### config.mk
export PLATFORM = sky130hd
export DESIGN_NAME = cidl_top
export DESIGN_NICKNAME = d
export VERILOG_FILES = /design/src/inc/cidl_pkg.sv /design/src/hdl/cidl_sync_det.sv /design/src/hdl/cidl_top.sv
export VERILOG_INCLUDE_DIRS = /design/src /design/src/inc
export SDC_FILE = /design/constraint.sdc
export NUM_CORES = 1
export LEC_CHECK = 0
export BUFFER_PORTS_ARGS = -buffer_cell sky130_fd_sc_hd__buf_2
export CAP_MARGIN = 10
export CORE_MARGIN = 2
export CORE_UTILIZATION = 55
export CTS_BUF_LIST = sky130_fd_sc_hd__clkbuf_16
export DETAILED_ROUTE_END_ITERATION = 8
export PLACE_DENSITY = 0.88
export SLEW_MARGIN = 30
export SYNTH_ARGS = -nofsm -noshare
export SYNTH_HDL_FRONTEND = slang
export SYNTH_SLANG_ARGS = --single-unit
### constraint.sdc
create_clock -name clk_sys -period 51.2 [get_ports clk_sys]
set_clock_uncertainty 0.1 [all_clocks]
set_input_delay 10.24 -clock clk_sys [delete_from_list [all_inputs] [get_ports clk_sys]]
set_output_delay 10.24 -clock clk_sys [all_outputs]
set_load 0.02 [all_outputs]
### src/inc/cidl_defines.svh
// Purpose: constants of the configuration front end (sync word, width pattern, register map, timing)
// Assumes: 25 MHz system clock
// Notes:   offsets and bit positions are shared by design and bench
`ifndef CIDL_DEFINES_SVH
`define CIDL_DEFINES_SVH

// ----------------------------------------------------------------------
// stream patterns
// ----------------------------------------------------------------------
`define CIDL_SYNC_WORD   32'haa995566
`define CIDL_SYNC_SWAP   32'h5599aa66
`define CIDL_BWD_FIRST   8'hbb
`define CIDL_BWD_X8      8'h11
`define CIDL_BWD_X16     16'h1122
`define CIDL_BWD_X32     32'h11220044

// ----------------------------------------------------------------------
// register map
// ----------------------------------------------------------------------
`define CIDL_ADDR_STATUS 8'h00
`define CIDL_ADDR_CTRL   8'h04
`define CIDL_ST_INITDONE 0
`define CIDL_ST_MODE_LO  1
`define CIDL_ST_FS_LO    4
`define CIDL_ST_WID_LO   7
`define CIDL_ST_CRCERR   9
`define CIDL_ST_RCMD_LO  16
`define CIDL_CT_RBCRC    0
`define CIDL_CT_ICAPEN   1
`define CIDL_CT_ICAPW_LO 2
`define CIDL_CT_REINIT   4
`define CIDL_CTRL_RESET  32'h00000000

// ----------------------------------------------------------------------
// timing
// ----------------------------------------------------------------------
`define CIDL_CLK_NS      40
`define CIDL_TPL_NS      2000
`define CIDL_TPL_CYC     ((`CIDL_TPL_NS + `CIDL_CLK_NS - 1) / `CIDL_CLK_NS)
`define CIDL_CLEAR_CYC   64
`define CIDL_CONFIG_CLOCK_HALF   4

`endif

### src/inc/cidl_pkg.sv
// Purpose: types of the configuration front end
// Assumes: nothing
// Notes:   mode codes are pin encodings of this block
package cidl_pkg;

   // ----------------------------------------------------------------------
   // enumerations
   // ----------------------------------------------------------------------
   typedef enum logic [2:0] {
      M_MSERIAL = 3'h0, M_SPI = 3'h1, M_FLASH_ASC = 3'h2, M_FLASH_DESC = 3'h3,
      M_MPAR = 3'h4, M_JTAG = 3'h5, M_SPAR = 3'h6, M_SSERIAL = 3'h7
   } cidl_mode_t;

   typedef enum logic [1:0] {W_X1 = 2'h0, W_X8 = 2'h1, W_X16 = 2'h2, W_X32 = 2'h3} cidl_width_t;

   // gray along clear, drive, hold, hunt, synced
   typedef enum logic [2:0] {
      S_CLEAR = 3'h0, S_DRIVE = 3'h1, S_HOLD = 3'h3, S_HUNT = 3'h2, S_SYNCED = 3'h6
   } cidl_fsm_t;

   // ----------------------------------------------------------------------
   // carriers
   // ----------------------------------------------------------------------
   typedef struct packed {
      logic        init;
      logic        config_clock;
      logic        abort;
      logic [2:0]  mode;
      logic [2:0]  fs;
      logic [7:0]  rcmd;
      logic [31:0] data;
   } cidl_pins_t;

   typedef struct packed {
      logic        rb_crc_en;
      logic        internal_config_port_en;
      cidl_width_t internal_config_port_width;
   } cidl_ctrl_t;

   typedef struct packed {
      logic [31:0] sr;
      logic [5:0]  bits;
      logic [31:0] acc;
      logic        synced;
      logic [31:0] word;
      logic        valid;
   } cidl_det_t;

   function automatic logic is_parallel(input logic [2:0] m);
      return m == M_FLASH_ASC || m == M_FLASH_DESC || m == M_MPAR || m == M_SPAR;
   endfunction

   function automatic logic is_master(input logic [2:0] m);
      return m == M_MSERIAL || m == M_SPI || m == M_FLASH_ASC || m == M_FLASH_DESC || m == M_MPAR;
   endfunction

endpackage

### src/hdl/cidl_sync_det.sv
// Purpose: sync word hunt and 32-bit word alignment of the configuration stream
// Assumes: beat is a one-cycle pulse per rising config clock edge; width settled before beats
// Notes:   parallel data arrives bit-reversed within each byte
`timescale 1ns/100ps
`default_nettype none
`include "cidl_defines.svh"

module cidl_sync_det
   import cidl_pkg::*;
#(
   parameter int DW = 32
) (
   input  wire logic        clk_sys,    // system clock
   input  wire logic        rst,        // async reset, high
   input  wire logic        clr,        // level: back to hunting
   input  wire logic        beat,       // data sample strobe
   input  wire cidl_width_t width,      // detected bus width
   input  wire logic [DW-1:0] data,     // sampled data pins
   output logic             synced,     // alignment achieved
   output logic [31:0]      word,       // aligned word, bitstream order
   output logic             word_valid  // one-cycle word strobe
);

   if (DW != 32) begin : g_bad_dw
      $error("cidl_sync_det supports only a 32-bit data bus");
   end

   cidl_det_t q;
   cidl_det_t next_q;
   logic [31:0] sr_in;
   logic [5:0]  step;

   // undo the per-byte bit reversal of parallel buses
   function automatic logic [31:0] byte_rev(input logic [31:0] v);
      logic [31:0] r;
      r = '0;
      for (int i = 0; i < 32; i++) begin
         r[(i / 8) * 8 + 7 - (i % 8)] = v[i];
      end
      return r;
   endfunction

   // ----------------------------------------------------------------------
   // next state
   // ----------------------------------------------------------------------
   always_comb begin
      next_q = q;
      next_q.valid = 1'b0;
      case (width)
         W_X1:    begin sr_in = {q.sr[30:0], data[0]};   step = 6'h01; end
         W_X8:    begin sr_in = {q.sr[23:0], data[7:0]}; step = 6'h08; end
         W_X16:   begin sr_in = {q.sr[15:0], data[15:0]}; step = 6'h10; end
         default: begin sr_in = data[31:0];              step = 6'h20; end
      endcase
      if (clr) begin
         next_q = '0;
      end else if (beat && !q.synced) begin
         next_q.sr = sr_in;
         if (sr_in == ((width == W_X1) ? `CIDL_SYNC_WORD : `CIDL_SYNC_SWAP)) begin
            next_q.synced = 1'b1;
            next_q.bits = 6'h00;
         end
      end else if (beat) begin
         next_q.sr = sr_in;
         if (q.bits + step >= 6'h20) begin
            next_q.bits = 6'h00;
            next_q.word = (width == W_X1) ? sr_in : byte_rev(sr_in);
            next_q.valid = 1'b1;
         end else begin
            next_q.bits = q.bits + step;
         end
      end
   end

   always_ff @(posedge clk_sys or posedge rst) begin
      if (rst) begin
         q <= '0;
      end else begin
         q <= next_q;
      end
   end

   assign synced = q.synced;
   assign word = q.word;
   assign word_valid = q.valid;
endmodule
`default_nettype wire

### src/hdl/cidl_top.sv
// Purpose: configuration front end: init delay, init pin, pin status, width detect, sync
// Assumes: one 25 MHz clock; pins and config clock pass two flops first
// Notes:   program pin low resets everything at once
//
// Contract
// - external init low holds start only during initialization, not after release
// - program pin is an async chip reset; low keeps configuration deferred
// - between init release and mode sampling the init pin is only an input
// - after sampling init drives low on crc or enabled readback crc error
// - status flag shows whether own init drive is released
// - mode status field returns live mode pins at read time
// - flash select field holds pins captured when init rises
// - parallel modes detect bus width before sync hunting
// - serial, spi and jtag modes ignore the width pattern
// - on sync word the stream is aligned to 32-bit words
// - data before sync is discarded except width pattern
// - sync flag visible only on parallel port during abort
// - width field: 00 x1, 01 x8, 10 x16, 11 x32
// - init rise samples mode, flash select, read command; masters drive clock
// - device holds init low, releases after delay, waits on external low
// - configuration memory cleared twice after program release
// - parallel data bit-reversed per byte; sync matched in swapped form
`timescale 1ns/100ps
`default_nettype none
`include "cidl_defines.svh"

module cidl_top
   import cidl_pkg::*;
#(
   parameter int TPL_CYC   = `CIDL_TPL_CYC,
   parameter int CLEAR_CYC = `CIDL_CLEAR_CYC,
   parameter int CONFIG_CLOCK_HALF = `CIDL_CONFIG_CLOCK_HALF
) (
   input  wire logic        clk_sys,            // system clock
   input  wire logic        rst,                // async reset, high
   input  wire logic        program_n,          // program pin, low resets
   input  wire logic        init_i,             // init pin level
   output logic             init_o,             // init pin drive value
   output logic             init_oe,            // init pin pull-down enable
   input  wire logic        config_clock_i,             // config clock pin level
   output logic             config_clock_o,             // config clock drive
   output logic             config_clock_oe,            // config clock enable
   input  wire logic [2:0]  mode_pins,          // mode straps
   input  wire logic [2:0]  flash_select_pins,  // flash select straps
   input  wire logic [7:0]  read_command_pins,  // read command straps
   input  wire logic [31:0] data_pins,          // config data
   input  wire logic        abort_i,            // abort sequence active
   output logic             sync_achieved_flag, // sync state during abort
   input  wire logic        crc_error,          // config crc error pulse
   input  wire logic        rb_crc_error,       // readback crc error pulse
   input  wire logic        cfg_done,           // configuration complete
   input  wire logic [7:0]  reg_addr,           // register address
   input  wire logic [31:0] reg_wdata,          // register write data
   input  wire logic        reg_wr,             // write strobe
   input  wire logic        reg_rd,             // read strobe
   output logic [31:0]      reg_rdata,          // read data, next cycle
   output logic [31:0]      cfg_word,           // aligned config word
   output logic             cfg_word_valid      // word strobe
);

   if (TPL_CYC < 1 || TPL_CYC > 4095 || CLEAR_CYC < 1 || CLEAR_CYC > 4095 ||
       CONFIG_CLOCK_HALF < 1 || CONFIG_CLOCK_HALF > 15) begin : g_bad_par
      $error("cidl_top count parameter out of range");
   end

   // ----------------------------------------------------------------------
   // state
   // ----------------------------------------------------------------------
   typedef struct packed {
      cidl_pins_t  s1;
      cidl_pins_t  s2;
      cidl_fsm_t   fsm;
      logic [11:0] cnt;
      logic        pass;
      logic [2:0]  mode_cap;
      logic [2:0]  fs_cap;
      logic [7:0]  rcmd_cap;
      cidl_width_t width;
      logic        bwd_seen;
      logic        width_done;
      logic        crc_err;
      logic        init_oe;
      logic        config_clock_prev;
      logic [3:0]  div;
      logic        config_clock_o;
      logic        config_clock_oe;
      logic        beat;
      logic        reinit;
      logic        sync_out;
      cidl_ctrl_t  ctrl;
      logic [31:0] rdata;
   } cidl_top_t;

   cidl_top_t   q;
   cidl_top_t   next_q;
   logic        rst_chip;
   logic        synced;
   cidl_width_t width_rep;
   cidl_pins_t  pins;
   logic        crc_evt;

   // program pin resets the whole chip
   assign rst_chip = rst | ~program_n;

   assign pins = '{init: init_i, config_clock: config_clock_i, abort: abort_i, mode: mode_pins,
                   fs: flash_select_pins, rcmd: read_command_pins, data: data_pins};

   assign width_rep = (q.ctrl.internal_config_port_en && cfg_done) ? q.ctrl.internal_config_port_width : q.width;

   // crc events count only after mode sampling
   assign crc_evt = (q.fsm == S_HUNT || q.fsm == S_SYNCED) &&
                    (crc_error || (rb_crc_error && q.ctrl.rb_crc_en));

   // ----------------------------------------------------------------------
   // next state
   // ----------------------------------------------------------------------
   always_comb begin
      next_q = q;
      // pins pass two flops; only s2 is read by logic
      next_q.s1 = pins;
      next_q.s2 = q.s1;
      next_q.beat = 1'b0;
      next_q.reinit = 1'b0;
      next_q.rdata = 32'h00000000;

      // sequencer
      case (q.fsm)
         S_CLEAR: begin
            next_q.init_oe = 1'b1;
            if (q.cnt == 12'(CLEAR_CYC - 1)) begin
               next_q.cnt = 12'h000;
               next_q.pass = 1'b1;
               if (q.pass) begin
                  next_q.fsm = S_DRIVE;
               end
            end else begin
               next_q.cnt = q.cnt + 12'h001;
            end
         end
         S_DRIVE: begin
            if (q.cnt == 12'(TPL_CYC - 1)) begin
               next_q.cnt = 12'h000;
               next_q.init_oe = 1'b0;
               next_q.fsm = S_HOLD;
            end else begin
               next_q.cnt = q.cnt + 12'h001;
            end
         end
         S_HOLD: begin
            next_q.init_oe = 1'b0;
            if (q.s2.init) begin
               next_q.mode_cap = q.s2.mode;
               next_q.fs_cap = q.s2.fs;
               next_q.rcmd_cap = q.s2.rcmd;
               next_q.width = W_X1;
               next_q.bwd_seen = 1'b0;
               next_q.width_done = !is_parallel(q.s2.mode);
               next_q.fsm = S_HUNT;
            end
         end
         S_HUNT: begin
            if (synced) begin
               next_q.fsm = S_SYNCED;
            end
         end
         S_SYNCED: begin
            next_q.fsm = S_SYNCED;
         end
         default: begin
            next_q.fsm = S_CLEAR;
         end
      endcase

      // config clock: master divider, slave edge detect
      next_q.config_clock_prev = q.s2.config_clock;
      if (q.fsm == S_HUNT || q.fsm == S_SYNCED) begin
         next_q.config_clock_oe = is_master(q.mode_cap);
         if (is_master(q.mode_cap)) begin
            if (q.div == 4'(CONFIG_CLOCK_HALF - 1)) begin
               next_q.div = 4'h0;
               next_q.config_clock_o = !q.config_clock_o;
               next_q.beat = !q.config_clock_o;
            end else begin
               next_q.div = q.div + 4'h1;
            end
         end else begin
            next_q.beat = q.s2.config_clock && !q.config_clock_prev;
         end
      end else begin
         next_q.config_clock_oe = 1'b0;
         next_q.config_clock_o = 1'b0;
         next_q.div = 4'h0;
      end

      if (q.beat && q.fsm == S_HUNT && !q.width_done) begin
         if (!q.bwd_seen) begin
            next_q.bwd_seen = (q.s2.data[7:0] == `CIDL_BWD_FIRST);
         end else begin
            next_q.width_done = 1'b1;
            if (q.s2.data == `CIDL_BWD_X32) begin
               next_q.width = W_X32;
            end else if (q.s2.data[15:0] == `CIDL_BWD_X16) begin
               next_q.width = W_X16;
            end else if (q.s2.data[7:0] == `CIDL_BWD_X8) begin
               next_q.width = W_X8;
            end else begin
               next_q.width_done = 1'b0;
               next_q.bwd_seen = 1'b0;
            end
         end
      end

      // crc errors drive init low after sampling
      if (crc_evt) begin
         next_q.crc_err = 1'b1;
      end
      if (q.fsm == S_HUNT || q.fsm == S_SYNCED) begin
         next_q.init_oe = next_q.crc_err;
      end

      // sync flag only on parallel port in abort
      next_q.sync_out = synced && q.s2.abort && (q.mode_cap == M_MPAR || q.mode_cap == M_SPAR);

      // register writes
      if (reg_wr && reg_addr == `CIDL_ADDR_CTRL) begin
         next_q.ctrl.rb_crc_en = reg_wdata[`CIDL_CT_RBCRC];
         next_q.ctrl.internal_config_port_en = reg_wdata[`CIDL_CT_ICAPEN];
         next_q.ctrl.internal_config_port_width = cidl_width_t'(reg_wdata[`CIDL_CT_ICAPW_LO +: 2]);
         next_q.reinit = reg_wdata[`CIDL_CT_REINIT];
      end

      // register reads, data valid the next cycle only
      if (reg_rd) begin
         case (reg_addr)
            `CIDL_ADDR_STATUS: begin
               next_q.rdata[`CIDL_ST_INITDONE] = !q.init_oe && q.fsm != S_CLEAR && q.fsm != S_DRIVE;
               next_q.rdata[`CIDL_ST_MODE_LO +: 3] = q.s2.mode;
               next_q.rdata[`CIDL_ST_FS_LO +: 3] = q.fs_cap;
               next_q.rdata[`CIDL_ST_WID_LO +: 2] = width_rep;
               next_q.rdata[`CIDL_ST_CRCERR] = q.crc_err;
               next_q.rdata[`CIDL_ST_RCMD_LO +: 8] = q.rcmd_cap;
            end
            `CIDL_ADDR_CTRL: begin
               next_q.rdata[`CIDL_CT_RBCRC] = q.ctrl.rb_crc_en;
               next_q.rdata[`CIDL_CT_ICAPEN] = q.ctrl.internal_config_port_en;
               next_q.rdata[`CIDL_CT_ICAPW_LO +: 2] = q.ctrl.internal_config_port_width;
            end
            default: begin
               next_q.rdata = 32'h00000000;
            end
         endcase
      end

      if (q.reinit) begin
         next_q.fsm = S_CLEAR;
         next_q.cnt = 12'h000;
         next_q.pass = 1'b0;
         next_q.width = W_X1;
         next_q.width_done = 1'b0;
         next_q.bwd_seen = 1'b0;
         // an error in the reinit cycle itself still wins
         next_q.crc_err = crc_evt;
         next_q.init_oe = 1'b1;
         next_q.config_clock_oe = 1'b0;
         next_q.sync_out = 1'b0;
      end
   end

   // registered state; program low holds clear state
   always_ff @(posedge clk_sys or posedge rst_chip) begin
      if (rst_chip) begin
         q <= '0;
         q.init_oe <= 1'b1;
         q.ctrl <= cidl_ctrl_t'(`CIDL_CTRL_RESET);
      end else begin
         q <= next_q;
      end
   end

   // ----------------------------------------------------------------------
   // aligner
   // ----------------------------------------------------------------------
   // alignment, swapped compare on parallel buses
   cidl_sync_det #(
      .DW (32)
   ) u_det (
      .clk_sys    (clk_sys),
      .rst        (rst_chip),
      .clr        (q.fsm != S_HUNT && q.fsm != S_SYNCED || q.reinit),
      .beat       (q.beat && q.width_done),
      .width      (q.width),
      .data       (q.s2.data),
      .synced     (synced),
      .word       (cfg_word),
      .word_valid (cfg_word_valid)
   );

   // ----------------------------------------------------------------------
   // outputs
   // ----------------------------------------------------------------------
   // open drain: value always low, enable decides
   assign init_o = q.config_clock_prev & 1'b0;
   assign init_oe = q.init_oe;
   assign config_clock_o = q.config_clock_o;
   assign config_clock_oe = q.config_clock_oe;
   assign sync_achieved_flag = q.sync_out;
   assign reg_rdata = q.rdata;
endmodule
`default_nettype wire

# Yosys cells after proc, flatten, opt, wreduce, memory -nomap -nowiden

Index checks and enable logic that the tools add are counted.

Register bits: 251
Input port bits: 97
Output and inout bits: 70

Add/sub/neg operators: 3
$lt $le $gt $ge: 1
Equal/unequal tests: 37
Multiplexer cells: 59
Bitwise operators: 2
Reductions and logical operators: 53

Operators by type and width:

| kind                                             | number |
|---|---|
| 2-to-1 mux 37 bit                                | 3 |
| 2-to-1 mux 33 bit                                | 3 |
| one-hot mux 32 bit (3 select lines)              | 1 |
| 2-to-1 mux 32 bit                                | 2 |
| 2-to-1 mux 34 bit                                | 1 |
| == test 32 x 29 -> 1 bit (second input constant) | 1 |
| == test 32 bit                                   | 1 |
| 2-to-1 mux 6 bit                                 | 5 |
| == test 12 x 6 -> 1 bit (second input constant)  | 2 |
| 2-to-1 mux 12 bit                                | 2 |
| 2-to-1 mux 24 bit                                | 1 |
| one-hot mux 12 bit (2 select lines)              | 1 |
| == test 3 x 2 -> 1 bit (second input constant)   | 6 |
| one-hot mux 6 bit (3 select lines)               | 1 |
| == test 16 x 13 -> 1 bit (second input constant) | 1 |
| 2-to-1 mux 1 bit                                 | 16 |
| 2-to-1 mux 16 bit                                | 1 |
| 2-to-1 mux 2 bit                                 | 8 |
| 2-to-1 mux 4 bit                                 | 4 |
| == test 3 bit (second input constant)            | 5 |
| 2-to-1 mux 3 bit                                 | 5 |
| inequality test 3 bit (second input constant)    | 5 |
| one-hot mux 3 bit (5 select lines)               | 1 |
| logical AND 1 bit                                | 14 |
| 32 further kinds                                 | 65 |

# Longest topological paths before layout

Depth in word-level cells: 13
Gate-level depth with buffers: 14
Mapped depth without buffers: 9

# Cells and area by module

Synthesis repeated with hierarchy kept, for this count alone.

Cell total of the unflattened synthesis: 876
Area, all modules: 10,212.3 sq um

Modules (own cells, without submodules):

| module        | instances | cells an instance | area an instance (sq um) | sequential area each (sq um) |
|---|---|---|---|---|
| cidl_top      | 1         | 419               | 5,854.4                  | 4,155.2 |
| cidl_sync_det | 1         | 457               | 4,357.9                  | 1,776.7 |

# Least setup slack after synthesis

OpenSTA, ideal clock, no wires.

Path kind: input -> register
From: input reg_addr[5]
To: register q[32] in the netlist's numbering
Setup time: 0.125 ns
Data arrival time: 11.656 ns
Required time: 50.975 ns
Path slack: 39.319 ns
Stages on the path: 5
Buffers on the path: 1
Cells stage by stage: or4_1 > nor4_1 > and3_1 > clkbuf_1 > mux2_2

Longest elaborated chain between the ends: 2

Ends and longest elaborated chain:

| item                               | RTL line        | source |
|---|---|---|
| start, declared                    | cidl_top.sv:52  | `input wire logic [7:0] reg_addr,` |
| == test 8 x 3 -> 1 bit             | --              |  |
| logical AND 1 bit (no source line) | --              |  |
| end signal, assigned               | cidl_top.sv:276 | `q <= next_q;` |
| end, declared                      | cidl_top.sv:94  | `cidl_top_t q;` |

Every way passes these cells.
A chain may end at the register's enable or synchronous reset.

==> metrics.md <==
| Metric | Value |
|---|---|
| Status | complete, no violations |
| Area share of fa/ha/maj cells after synthesis | 0.877% |
| Layout filler cell count | 1347 |
| Largest net degree at the start of global routing | 191 |
| Antenna violations before repair | 0 |
| DRT Pass-1 Iters | 6 |
| YS warnings | 0 |
| Max FO, Critical Path | 11 |
| Final Slew Violations | 0 |
| Max VDD drop | 0.0000296 V |
| Largest family of logic cells by synthesized area | simple AND/OR/NAND/NOR gates |
| CTS Sinks | 237 |
| Antenna-violating nets left | 0 |
| Die Span Y | 139 um |
| Setup Buffers After CTS | 0 |
| First DRT Iteration DRCs | 847 |
| CP Cell Sequence | buf_2 > or4_1 > nor4_1 > nand2_1 > nor2_1 > and2_1 |
| Antenna diode count | 0 |
| Critical Path Source Type | primary input |
| Tot GR Track Use | 22.8% |
| Post-synthesis cell type count | 64 |
| Synth Area in Simple Gates | 14.0% |
| Die extent in x | 139 um |
| Post-synthesis compound-gate area fraction | 9.79% |
| Post_cts resized | 0 |
| Cell Rows | 49 |
| WHS | 0.246 ns |
| Number of synthesized flops with an enable pin | 0 |
| # DRC | 0 |
| H-tree levels | 1 |
| Pin slew with the least headroom to its limit | 0.815 ns |
| Tmin final | 11.73 ns |
| Fmax | 0.0852 GHz |
| Initial Utilization | 55.8% |
| Vias in the first global route | 6954 |
| Routed vias/inst | 5.89 |
| Hpwl dp | 14400 um |
| P per Cell Area | 37.0 nW/um^2 |
| Most frequent cells in the layout | dfrtp_1 (236), buf_2 (124), nand2_1 (118) |
| TritonCTS clock tree | built |
| Max-cap viol count | 0 |
| RSZ-0062 raised after global routing | no |
| First-pass GRT wire length | 35700 um |
| Die area | 19200 sq um |
| Routed len/inst | 18.5 um |
| Cells after Synth | 877 |
| P_leak | 0.00509 uW |
| CP max stage delay | 0.50 ns |
| Syn avg cell area | 11.4 sq um |
| Clock-pin transition on the worst setup and hold timing paths | 0.06 ns |
| Max Buffers Root-to-Sink | 3 |
| PortBufs | 124 |
| Endpoints failing hold | 0 |
| Commonest non-fill, non-tap cell in the layout | dfrtp_1 |
| Xor/xnor cell area share of the yosys netlist | 0.789% |
| TNS Setup | 0 ns |
| Async S/R FF share, synth | 100% |
| Main synth FF type | dfrtp_1 |
| Sequential fraction of the synthesis area | 59.4% |
| Worst-Skew Late Latency | 0.51 ns |
| Mapped cell area | 9980 sq um |
| Mux contribution to synthesized area | 8.06% |
| Grt total ovfl | 0 |
| Nets | 1047 |
| Final number of setup-violating endpoints | 0 |
| Area growth, synth to finish | 11.9% |
| Post-Route WL | 21900 um |
| HP Class | reg2reg |
| Critical path capture point type | register |
| Max-slew headroom | 45.5% |
| Core area | 17900 sq um |
| Final Cycle Share | 22.9% |
| Gpl congestion | 0.933 |
| CTS buffer count | 24 |
| I/O pin count | 167 |
| Arrival time worst endpoint | 12.07 ns |
| Slowest-stage cell, CP | or4_1 |
| Fraction of layout cells with a size suffix above 1 | 21.7% |
| Root Buffer Master | clkbuf_16 |
| Vias | 6998 |
| #FFs+latches synth | 237 |
| # hold bufs at CTS | 0 |
| Critical path class | in2reg |
| Critical Path RT | 51.54 ns |
## report_power, final
| group | total (uW) | switching, uW | internal, uW |
|---|---|---|---|
| sequential | 204 | 8.17 | 196 |
| combinational | 37.2 | 25.7 | 11.5 |
| clock | 172 | 69.0 | 103 |
| total | 413 | 103 | 311 |
## through the flow
stage	area [sq um]	total power, uW	util, %	std cells	setup WS [ns]
global placement	10400	240	57.9	1145	38.95
detailed placement	10400	242	57.9	1145	38.90
floorplan	10000	231	-	891	25.77
finish	11200	413	62.4	1188	39.47
global route	11200	430	62.4	1188	39.19
CTS	11100	415	62.2	1187	39.44
## state kept, by name (all words and copies together) (netlist names), 18 cells and up
name / flops
next_q: 50
u_det.word: 32
q: 94
reg_rdata: 18
u_det.q: 37
## synth_stat cells (all sizes together) (8+ instances only)
cell type,number,area share [%]
mux2i,23,2.3
o21ai,32,1.6
buf,82,5.8
nor3,8,0.51
dfrtp,236,59
a21oi,59,3.0
a211oi,17,1.3
nand3,10,0.50
nor4,10,0.63
nor2b,12,0.75
nand2,119,4.5
mux4,16,3.7
a31oi,13,0.81
mux2,18,2.0
nor2,66,2.5
a311oi,8,0.70
clkbuf,25,0.94
and2,15,0.94
nand2b,12,0.75
inv,10,0.38
## layer usage
layer	wire length, um	track usage (%)	up-vias
met2	10300	35.7	413
met5	0	0	-
met4	731	8.45	0
met3	2190	5.01	82
li1	-	-	3125
met1	8740	31.9	3378
## critical path: cells and delay by family
kind	cells	cell delay, ns
buffers and inverters	1	0.09
and+or+nand+nor	5	1.73
## logic make-up after synthesis
family,after synthesis
fa+ha+maj,7
mux,57
xor+xnor,9
simple gates,290
flops,237
buf+inv,117
compound gates,159
other cells,1
## final timing paths
path | slack [ns] | depth (start not counted) | endpoint | start
worst max-delay path | 39.47 | 6 | reg_rdata[23] | reg_addr[5]
worst min-delay path | 0.25 | 0 | q[87] | next_q[87]
worst max register to register | 47.97 | 7 | u_det.q[70] | q[51]
worst min register to register | 0.25 | 0 | q[87] | next_q[87]
max in group asynchronous | 39.81 | 5 | u_det.word[29] | rst
min in group asynchronous | 9.85 | 3 | next_q[126] | program_n
## layout make-up
cell class                      count  area [sq um]  share of cell area [%]
Timing Repair Buffer              133           721                    6.45
Tap cell                          229           287                    2.57
Inverter                           10          37.5                   0.336
Clock buffer                       25           626                    5.60
Sequential cell                   237          5930                    53.1
Clock inverter                     17           150                    1.34
Multi-Input combinational cell    537          3420                    30.6
(Power assumes the default switching activity.)
